$ cat config.mk
export PLATFORM = sky130hd
export DESIGN_NAME = spsl_top
export DESIGN_NICKNAME = d
export VERILOG_FILES = /design/src/hw/spsl_pkg.sv /design/src/hw/spsl_top.sv
export SDC_FILE = /design/constraint.sdc
export NUM_CORES = 1
export LEC_CHECK = 0
export BUFFER_PORTS_ARGS = -buffer_cell sky130_fd_sc_hd__buf_2
export CAP_MARGIN = 5
export CORE_MARGIN = 1.5
export CORE_UTILIZATION = 54
export CTS_BUF_LIST = sky130_fd_sc_hd__clkbuf_16
export DETAILED_ROUTE_END_ITERATION = 10
export GPL_TIMING_DRIVEN = 0
export HOLD_SLACK_MARGIN = 0.15
export MAX_ROUTING_LAYER = met4
export PLACE_DENSITY = 0.77
export REMOVE_ABC_BUFFERS = 1
export SLEW_MARGIN = 20
export SYNTH_ARGS = -nofsm -noshare
export SYNTH_HDL_FRONTEND = slang
export SYNTH_SLANG_ARGS = --single-unit
$ cat constraint.sdc
create_clock -name CLK -period 1.5 [get_ports CLK]
set_clock_uncertainty 0.2 [all_clocks]
set_input_delay 0.3 -clock CLK [delete_from_list [all_inputs] [get_ports CLK]]
set_output_delay 0.3 -clock CLK [all_outputs]
set_load 0.05 [all_outputs]
$ cat src/hw/spsl_pkg.sv
`default_nettype none
package spsl_pkg;
    localparam int unsigned STAGES       = 8;
    localparam int unsigned SYNC_DEPTH   = 3;
    localparam logic [7:0]  SHIFT_RST    = 8'h00;
    localparam logic [7:0]  STORE_RST    = 8'h00;
    localparam logic [7:0]  OE_RST       = 8'h00;
    localparam int unsigned CLK_PERIOD_NS = 8;

    typedef struct packed {
        logic serial_in;
        logic shift_clock;
        logic storage_clock;
        logic shift_clear_n;
        logic output_enable_n;
    } spsl_pins_s;

    // Idle pin levels: clocks low, clear released, outputs switched off.
    localparam spsl_pins_s  PIN_RST      = 5'h03;

    typedef logic [STAGES-1:0] spsl_byte_t;
endpackage
`default_nettype wire

$ cat src/hw/spsl_top.sv
`default_nettype none
// Notes on behaviour
// - Eight-stage shift register, one bit per shift.
// - Storage register copies all eight stages.
// - Eight parallel outputs, level or high impedance.
// - Outputs driven only while enable input low.
// - Separate shift and storage clock inputs.
// - Both clocks act on rising edges.
// - Low clear zeroes shift stages, overrides shifting.
// - Last stage drives serial output for cascading.
// - Tied clocks: storage takes pre-edge shift contents.
module spsl_top
    import spsl_pkg::*;
(
    input  wire logic       CLK,
    input  wire logic       RST,
    input  wire logic       CE,
    input  wire spsl_pins_s PINS,
    output logic [7:0]      PARALLEL_OUT,
    output logic [7:0]      PARALLEL_OE,
    output logic            SERIAL_OUT
);
    // ==========================================================
    // Pin synchronisers
    // All pins are asynchronous; a change counts once the second
    // and third flops agree, which filters single-cycle glitches.
    localparam int unsigned NPIN = $bits(spsl_pins_s);
    logic [NPIN-1:0] s1_q, s2_q, s3_q, flt_q;
    logic [NPIN-1:0] s1_d, s2_d, s3_d, flt_d;
    spsl_pins_s      pin;
    logic            shclk_prev_q, stclk_prev_q;
    logic            shclk_prev_d, stclk_prev_d;
    logic            shift_rise, store_rise;
    spsl_byte_t      shift_q, shift_d, store_q, store_d;
    logic [7:0]      oe_q, oe_d;

    always_comb begin
        s1_d = PINS;
        s2_d = s1_q;
        s3_d = s2_q;
        flt_d = flt_q;
        for (int i = 0; i < NPIN; i++) begin
            if (s2_q[i] == s3_q[i]) begin
                flt_d[i] = s3_q[i];
            end
        end
    end

    // The chain resets to the idle pin levels, so that no clock edge, clear
    // or enable is acted on before the real pins have been sampled.
    always_ff @(posedge CLK) begin
        if (RST) begin
            s1_q  <= PIN_RST;
            s2_q  <= PIN_RST;
            s3_q  <= PIN_RST;
            flt_q <= PIN_RST;
        end else if (CE) begin
            s1_q  <= s1_d;
            s2_q  <= s2_d;
            s3_q  <= s3_d;
            flt_q <= flt_d;
        end
    end

    assign pin = spsl_pins_s'(flt_q);

    // ==========================================================
    // Edge detection
    always_comb begin
        shclk_prev_d = pin.shift_clock;
        stclk_prev_d = pin.storage_clock;
    end

    // The previous levels reset to the idle clock levels, so that leaving
    // reset never looks like a rising clock.
    always_ff @(posedge CLK) begin
        if (RST) begin
            shclk_prev_q <= PIN_RST.shift_clock;
            stclk_prev_q <= PIN_RST.storage_clock;
        end else if (CE) begin
            shclk_prev_q <= shclk_prev_d;
            stclk_prev_q <= stclk_prev_d;
        end
    end
    assign shift_rise = pin.shift_clock & ~shclk_prev_q;
    assign store_rise = pin.storage_clock & ~stclk_prev_q;

    // ==========================================================
    // Storage register
    // The copy is taken from the registered shift value, so when both
    // clocks rise together the storage gets the stages as they were.
    always_comb begin
        store_d = store_q;
        if (store_rise) begin
            store_d = shift_q;
        end
    end

    always_ff @(posedge CLK) begin
        if (RST) begin
            store_q <= STORE_RST;
        end else if (CE) begin
            store_q <= store_d;
        end
    end

    // ==========================================================
    // Shift register
    // Clear is a level seen through the synchroniser, so it acts a few
    // cycles after the pin falls rather than at once.
    always_comb begin
        shift_d = shift_q;
        if (!pin.shift_clear_n) begin
            shift_d = SHIFT_RST;
        end else if (shift_rise) begin
            shift_d = {shift_q[STAGES-2:0], pin.serial_in};
        end
    end

    always_ff @(posedge CLK) begin
        if (RST) begin
            shift_q <= SHIFT_RST;
        end else if (CE) begin
            shift_q <= shift_d;
        end
    end

    // ==========================================================
    // Output enable
    always_comb begin
        oe_d = {STAGES{~pin.output_enable_n}};
    end

    always_ff @(posedge CLK) begin
        if (RST) begin
            oe_q <= OE_RST;
        end else if (CE) begin
            oe_q <= oe_d;
        end
    end

    assign PARALLEL_OUT = store_q;
    assign PARALLEL_OE  = oe_q;
    assign SERIAL_OUT   = shift_q[STAGES-1];

    // ==========================================================
    // Checks
    // Every result is registered, so each check looks one cycle after its cause.
    property p_shift;
        @(posedge CLK) disable iff (RST)
        (CE && shift_rise && pin.shift_clear_n) |=>
            shift_q == {$past(shift_q[6:0]), $past(pin.serial_in)};
    endproperty
    a_shift: assert property (p_shift) else $error("shift step wrong");

    property p_store;
        @(posedge CLK) disable iff (RST)
        (CE && store_rise) |=> store_q == $past(shift_q);
    endproperty
    a_store: assert property (p_store) else $error("store copy wrong");

    property p_clear;
        @(posedge CLK) disable iff (RST)
        (CE && !pin.shift_clear_n) |=> shift_q == 8'h00;
    endproperty
    a_clear: assert property (p_clear) else $error("clear failed");

    property p_hold;
        @(posedge CLK) disable iff (RST)
        (CE && !store_rise) |=> $stable(store_q);
    endproperty
    a_hold: assert property (p_hold) else $error("storage changed");

    property p_oe;
        @(posedge CLK) disable iff (RST)
        CE |=> PARALLEL_OE == {8{~$past(pin.output_enable_n)}};
    endproperty
    a_oe: assert property (p_oe) else $error("enable wrong");

    property p_serial;
        @(posedge CLK) disable iff (RST)
        (CE && shift_rise && pin.shift_clear_n) |=> SERIAL_OUT == $past(shift_q[6]);
    endproperty
    a_serial: assert property (p_serial) else $error("serial out wrong");

    property p_noshift;
        @(posedge CLK) disable iff (RST)
        (CE && !shift_rise && pin.shift_clear_n) |=> $stable(shift_q);
    endproperty
    a_noshift: assert property (p_noshift) else $error("spurious shift");

    property p_out;
        @(posedge CLK) disable iff (RST)
        (CE && store_rise) |=> PARALLEL_OUT == $past(shift_q);
    endproperty
    a_out: assert property (p_out) else $error("output mismatch");

    property p_keep;
        @(posedge CLK) disable iff (RST)
        (CE && shift_rise && !store_rise) |=> $stable(PARALLEL_OUT);
    endproperty
    a_keep: assert property (p_keep) else $error("storage followed shift");

    property p_clear_keep;
        @(posedge CLK) disable iff (RST)
        (CE && !pin.shift_clear_n && !store_rise) |=> $stable(PARALLEL_OUT);
    endproperty
    a_clear_keep: assert property (p_clear_keep) else $error("clear hit outputs");

    property p_tied;
        @(posedge CLK) disable iff (RST)
        (CE && shift_rise && store_rise && pin.shift_clear_n) |=>
            PARALLEL_OUT == $past(shift_q) && SERIAL_OUT == $past(shift_q[6]);
    endproperty
    a_tied: assert property (p_tied) else $error("tied clocks out of step");

    c_tied: cover property (@(posedge CLK) disable iff (RST) shift_rise && store_rise);
    c_clear: cover property (@(posedge CLK) disable iff (RST) !pin.shift_clear_n && shift_rise);
    c_float: cover property (@(posedge CLK) disable iff (RST) PARALLEL_OE == 8'h00);
    c_store_only: cover property (@(posedge CLK) disable iff (RST) store_rise && !shift_rise);
    c_frozen: cover property (@(posedge CLK) disable iff (RST) !CE && shift_q != SHIFT_RST);
endmodule
`default_nettype wire

* Yosys cells after proc, flatten, opt, wreduce, memory -nomap -nowiden
Cells that the tools add are included.
** Storage, ports and cells
- Input bits :: 8
- Output and inout port bits :: 17
- Logic and storage cells :: 33
- Register bits :: 39
** Cells by class
- Multiplexer cells :: 2
- Bitwise gates (word level) :: 5
- Equality and inequality tests :: 6
- Reduce and logical (&&, ||, !) cells :: 7
** Operators with widths (count)
- $mux W8 :: 2
- $reduce_and A2 Y1 :: 7
- $eq A1 B1 Y1 :: 5
- $not A1 Y1 :: 3
- $and A1 B1 Y1 :: 2
- $ne A2 B1 Y1 const B :: 1

* Longest topological paths before layout
Gate-level depths: netlist of run 1.
- Word-level depth :: 4
- Mapped depth :: 4
- Gate-level depth less buffers :: 3

* Worst setup path after synthesis of run 1
No wires, ideal clock.
- Path kind :: register to output
- From :: register, netlist name PARALLEL_OE[0]
- To :: output PARALLEL_OE[1]
- Data arrival time :: 1.033 ns
- Buffers on the path :: 1
- Stages on the path, launching flop included :: 2
- Required time :: 1.000 ns
- Setup slack :: -0.033 ns
- Cell sequence :: dfxtp_1 -> buf_4
** RTL lines
- end: declaration :: line spsl_top.sv:20 : output logic [7:0] PARALLEL_OE,
No word-level cell between the ends.

* Worst setup path in the final report of run 1
- From :: register, netlist name PARALLEL_OE[0]
- To :: output PARALLEL_OE[2]
No word-level cell between the ends.

==> impl_metrics.tcl, run 1 <==
set metrics [dict create \
    outcome "completed" \
    syn2layout_area_growth_pct 19.3 \
    setup_viol 0 \
    regArea_um2 782 \
    cts-root-buf "clkbuf_16" \
    critical_path_class "reg2out" \
    drv_slew 0 \
    min_to "s1_q[4]" \
    synth.distinct_cells 24 \
    floorplan.die.width_um 55.4 \
    dp_slack_ns -0.568 \
    viasPerCell 5.31 \
    die_h_um 55.4 \
    routed_wl_um 2500 \
    clock_latency_ns 0.27 \
    initial_core_util_pct 58.2 \
    clk_path_buf_depth 2 \
    cts_tree "done" \
    clk_pin_slew_worst_paths_ns 0.05 \
    cts_buffers 5 \
    hold_slack_ns 0.210 \
    n_antenna_cell 0 \
    critical_path.max_fanout 9 \
    die-area_um2 3070 \
    critPathBufInv 1 \
    cp_slowest_cell "dfxtp_2" \
    clock_sinks 39 \
    crit_family "flip-flops" \
    r2r_end "shift_q[1]" \
    hp-start "RST" \
    min_period_ns 1.42 \
    grt_use_total_pct 19.1 \
    row_count 18 \
    rr_startpoint "flt_q[3]" \
    nFillCells 198 \
    antenna_found_initial 0 \
    final_nets 172 \
    rsz0062_at_grt "no" \
    io_pins 25 \
    worst_setup_path_start_kind "register" \
    drcViolationCount 0 \
    grt_max_degree 34 \
    gp_congestion 0.649 \
    slowest_delay_ns 0.39 \
    grt_overflow 0 \
    syn_area_per_cell_um2 10.5 \
    ys_ff_latch 39 \
    cp-end-kind "output port" \
    power_density_nw_per_um2 1230 \
    crit_arrival_ns 0.92 \
    ys_seq_area_share_pct 52.7 \
    syn_area_um2 1480 \
    max_freq_mhz 705 \
    port_buffers 24 \
    ys_warn_count 0 \
    firstDrtPassIters 4 \
    ctsHtreeMaxLevel 2 \
    cap_viol_max_count 0 \
    irDropWorstVdd_mv 1.01 \
    dpl.hpwl_um 1570 \
    period_share_pct 94.6 \
    timing.final.ws_setup_ns 0.0812 \
    required_ns 1.00 \
    grt_pass1_wl_um 4320 \
    coreArea_um2 2540 \
    hold_depth 2 \
    r2r_slack_ns 0.17 \
    worst_hold_path_type "in2reg" \
    wl_per_cell_um 13.0 \
    slew_headroom_pct 73.8 \
    syn_inst 141 \
    tightest_slew_ns 0.393 \
    drive_gt1_share_pct 22.1 \
    final_antenna_net_count 0 \
    multi_input_area_um2 602 \
    vias 1024 \
    grt_pass1_vias 980 \
    crit_chain "clkbuf_4" \
    reg2reg_depth 3 \
    hold_viol 0 \
    power.leakage_nw 0.857 \
    drt-initial-drc-count 40 \
]
[state kept, by name, summed over array words and instances (netlist names)]
| signal | flops |
|---|---|
| stclk_prev_q | 1 |
| s3_q | 5 |
| flt_q | 5 |
| shift_q | 8 |
| s1_q | 5 |
| PARALLEL_OE | 1 |
| shclk_prev_q | 1 |
| PARALLEL_OUT | 8 |
| s2_q | 5 |
[worst reg2reg max path, delay by kind of cell, from the launching register on]
kind             cells  cell delay (ns)
flip-flops           1             0.39
AND/OR/NAND/NOR      1             0.17
AO/OA/AOI/OAI        2             0.45
[final cells by class]
| class | instances | share of cell area (%) |
|---|---|---|
| flip-flops and latches | 39 | 44.2 |
| multi-input cells | 85 | 34.0 |
| repair buffers | 31 | 11.9 |
| clock buffers | 5 | 7.08 |
| well taps | 30 | 2.12 |
| inverters | 2 | 0.425 |
| clock inverters | 1 | 0.212 |
[synthesized netlist by cell type]
library cell  count  area share, %
a21o_1            3            1.5
o21bai_1          2            1.0
o21ai_0           4            1.4
a21oi_1           7            2.4
inv_2             1           0.25
buf_4             8            4.1
clkbuf_1          3           0.76
nand2b_4          1           0.93
nor4b_4           1            1.6
nand2b_1          2           0.84
a22o_1            8            4.7
buf_6             1           0.76
nor2b_1           5            2.1
nand3b_1          1           0.51
a211o_1           5            3.0
inv_1             1           0.25
mux2i_1          19             13
nand2_1           3           0.76
nor2_1           21            5.3
dfxtp_1          39             53
o22ai_1           1           0.42
buf_2             3            1.0
and2_1            1           0.42
a211oi_1          1           0.51
[how the worst max path moves through the flow]
| stage | cells past startpoint | slack [ns] | start | to |
|---|---|---|---|---|
| 3_5_place_dp | 4 | -0.57 | CE | PARALLEL_OUT[2] |
| 2_1_floorplan | 2 | -1.92 | PARALLEL_OE[0] | PARALLEL_OE[0] |
| 3_3_place_gp | 4 | -0.50 | CE | PARALLEL_OUT[1] |
| 4_1_cts | 1 | -0.004 | PARALLEL_OE[0] | PARALLEL_OE[1] |
| 5_1_grt | 1 | 0.03 | PARALLEL_OE[0] | PARALLEL_OE[5] |
| 6_report | 1 | 0.08 | PARALLEL_OE[0] | PARALLEL_OE[2] |
[logic make-up (layout without fill, tap and decap cells)]
kind of cell,Yosys count,in the layout,share of synthesized area (%)
buf+inv,17,39,7.09
flops,39,39,52.7
mux,19,19,12.8
compound gates,31,31,14.9
simple gates,35,35,12.5
[layer usage]
layer  up-vias  global-route usage (%)  wire [µm]
li1        526                       -          -
met1       476                    19.6       1060
met2        20                    30.8       1300
met3         2                    7.96        114
met4         0                    10.8         27
met5         -                       -          0
[timing repair]
item / in CTS / in global routing
hold buffers: 5 / 0
pin swaps: 2 / 0
hold endpoints to repair: 5 / 0
gates resized for setup: 3 / 10
setup endpoints to repair: 24 / 8
setup buffers: 2 / 0
cloned: 0 / 0
[power breakdown]
part / total (mW) / leakage (nW) / switching [mW] / internal [mW]
clock network: 0.939 / 0.0669 / 0.350 / 0.589
logic: 0.157 / 0.473 / 0.0959 / 0.0613
registers: 1.07 / 0.317 / 0.0149 / 1.06
total: 2.17 / 0.857 / 0.460 / 1.71
[placed cells by master, fill, tap and decap left out, types with 2 or more instances in the layout]
cell type / count
nand2_1: 3
dlygate4sd3_1: 5
clkbuf_4: 7
mux2i_1: 19
nor2b_1: 5
a22o_1: 8
buf_2: 14
nand2b_1: 2
a21oi_1: 7
buf_4: 5
a21o_1: 3
a211o_1: 5
o21bai_1: 2
clkbuf_16: 5
nor2_1: 21
dfxtp_1: 38
inv_1: 2
o21ai_0: 4
[stage by stage]
stage               setup TNS [ns]  utilization (%)  power (mW)  instance area (µm²)  cells
global placement             -7.90             60.6        1.23                 1540    180
finish                           0             69.5        2.17                 1770    193
CTS                        -0.0207             68.6        2.19                 1750    193
global route                     0             69.5        2.26                 1770    193
floorplan                   -16.79                -        1.18                 1380    126
detailed placement           -8.89             60.6        1.23                 1540    180
(Power assumes the default switching activity.)
==> run 2: changes to the inputs <==
--- a/config.mk
+++ b/config.mk
@@ -8,13 +8,13 @@
 export BUFFER_PORTS_ARGS = -buffer_cell sky130_fd_sc_hd__buf_2
 export CAP_MARGIN = 5
 export CORE_MARGIN = 1.5
-export CORE_UTILIZATION = 54
-export CTS_BUF_LIST = sky130_fd_sc_hd__clkbuf_16
+export CORE_UTILIZATION = 57
+export CTS_BUF_LIST = sky130_fd_sc_hd__clkbuf_4
 export DETAILED_ROUTE_END_ITERATION = 10
 export GPL_TIMING_DRIVEN = 0
 export HOLD_SLACK_MARGIN = 0.15
 export MAX_ROUTING_LAYER = met4
-export PLACE_DENSITY = 0.77
+export PLACE_DENSITY = 0.81
 export REMOVE_ABC_BUFFERS = 1
 export SLEW_MARGIN = 20
 export SYNTH_ARGS = -nofsm -noshare
==> run 2 against run 1 <==
  * Combinational power barely moved
  * Core utilization fell by 0.83 points
  * Critical path depth did not move
  * Hold slack improved by 0.0027 ns
  * Non-clock buffer count rose by 1
  * Worst setup slack got worse by 0.074 ns
  * Global-route usage rose by 1.3 points
  * Clock power fell by 50%
  * Maximum frequency fell by 5.0%
  * Die area fell by 5.0%
==> impl_metrics.tcl, run 2 (synthesis results as in run 1) <==
set metrics [dict create \
    comb_power_share_pct 9.3 \
    vias 1026 \
    drcViolationCount 0 \
    setup_viol 0 \
    io_pins 25 \
    r2r_slack_ns 0.14 \
    drv_slew 0 \
    slowest_delay_ns 0.41 \
    rr_startpoint "flt_q[1]" \
    critPathBufInv 1 \
    seqPwrFrac_pct 63.1 \
    power.leakage_nw 0.821 \
    r2r_end "shift_q[1]" \
    routed_wl_um 2460 \
    cap_viol_max_count 0 \
    hold_slack_ns 0.213 \
    crit_family "flip-flops" \
    crit_chain "clkbuf_4" \
    hp-start "RST" \
    gp_congestion 0.670 \
    critical_path.max_fanout 9 \
    port_buffers 24 \
    n_antenna_cell 0 \
    intPower_mw 1.28 \
    final_antenna_net_count 0 \
    finalSetupTns_ns 0 \
    dpl.hpwl_um 1560 \
    nFillCells 196 \
    clk_path_buf_depth 2 \
    p_clk_share_pct 27.6 \
    worst_setup_path_start_kind "register" \
    drt-initial-drc-count 9 \
    cts-root-buf "clkbuf_4" \
    min_to "PARALLEL_OUT[0]" \
    period_share_pct 99.5 \
    wl_per_cell_um 12.6 \
    grt_max_degree 34 \
    worst_hold_path_type "in2reg" \
    power_density_nw_per_um2 1000 \
    cp_slowest_cell "dfxtp_2" \
    grt_use_total_pct 20.4 \
    cts_buffers 5 \
    grt_pass1_vias 919 \
    syn2layout_area_growth_pct 14.8 \
    irDropWorstVdd_mv 0.812 \
    outcome "completed" \
    initial_core_util_pct 59.8 \
    coreArea_um2 2480 \
    min_period_ns 1.49 \
    power_switching_mw 0.416 \
    rsz0062_at_grt "yes" \
    drive_gt1_share_pct 23.0 \
    slew_headroom_pct 74.5 \
    final_common_cell "dfxtp_1" \
    cts_tree "done" \
    final_nets 173 \
    clock_latency_ns 0.33 \
    hold_depth 2 \
    viasPerCell 5.26 \
    floorplan.die.width_um 54.0 \
    reg2reg_depth 4 \
    critical_path_class "reg2out" \
    die_h_um 54.0 \
    swShare_pct 24.5 \
    required_ns 1.00 \
    cp-end-kind "output port" \
    die-area_um2 2910 \
    tightest_slew_ns 0.382 \
    clock_sinks 39 \
    ctsHtreeMaxLevel 2 \
    clk_pin_slew_worst_paths_ns 0.10 \
    firstDrtPassIters 4 \
    hold_viol 0 \
    row_count 18 \
    grt_overflow 0 \
    final_cell_mix "dfxtp_1, nor2_1, mux2i_1" \
    max_freq_mhz 670 \
    crit_arrival_ns 0.99 \
    power_mw 1.70 \
    grt_pass1_wl_um 4000 \
    antenna_found_initial 0 \
]
## run 2: power by group through the flow
stage          clock network (mW)  logic [mW]  registers (mW)
2_1_floorplan                   0      0.0489            1.13
3_3_place_gp                    0       0.136            1.09
3_5_place_dp                    0       0.141            1.10
4_1_cts                     0.494       0.154            1.07
5_1_grt                     0.527       0.171            1.08
6_report                    0.469       0.158            1.07
## run 2: how the worst max path moves through the flow
stage                     cells past startpoint         endpoint            from
after floorplan                               2   PARALLEL_OE[0]  PARALLEL_OE[0]
after global placement                        4  PARALLEL_OUT[1]              CE
after detailed placement                      4  PARALLEL_OUT[0]              CE
after CTS                                     1   PARALLEL_OE[4]  PARALLEL_OE[0]
after global routing                          1   PARALLEL_OE[5]  PARALLEL_OE[0]
final                                         1   PARALLEL_OE[5]  PARALLEL_OE[0]
## run 2: timing repair
item,4_1_cts,5_1_grt
setup endpoints to repair,24,11
cloned,0,0
setup buffers,2,1
pin swaps,1,1
endpoints found under the hold margin,5,0
resized for setup,4,12
hold buffers,5,0
## run 2: per-layer routing
layer / vias to the layer above / routed length (µm) / GRT usage [%] / share of wire [%]
met5: - / 0 / - / 0
met4: 0 / 61 / 12.5 / 2.5
met3: 8 / 76 / 5.83 / 3.1
met2: 18 / 1210 / 33.5 / 49
met1: 474 / 1110 / 21.7 / 45
li1: 526 / - / - / -
## run 2: cell type report
class,count,area [µm²],area share [%]
inverters,2,7.51,0.442
well taps,30,37.5,2.21
flip-flops and latches,39,782,46.0
multi-input cells,85,602,35.4
repair buffers,32,225,13.2
clock buffers,5,37.5,2.21
clock inverters,2,8.76,0.515
## run 2: per-stage QoR
step,setup slack (ns),std cells,util [%],instance area [µm²]
global placement,-0.480,180,62.2,1540
floorplan,-1.92,126,-,1380
finish,0.00701,195,68.6,1700
detailed placement,-0.572,180,62.2,1540
CTS,-0.0172,194,67.2,1670
global route,-0.0420,195,68.6,1700
## run 2: worst register-to-register path: stages, from the launching register on
cell	delay, ns
dfxtp_1	0.42
nand2b_4	0.09
nor4b_4	0.29
buf_4	0.19
a22o_1	0.13
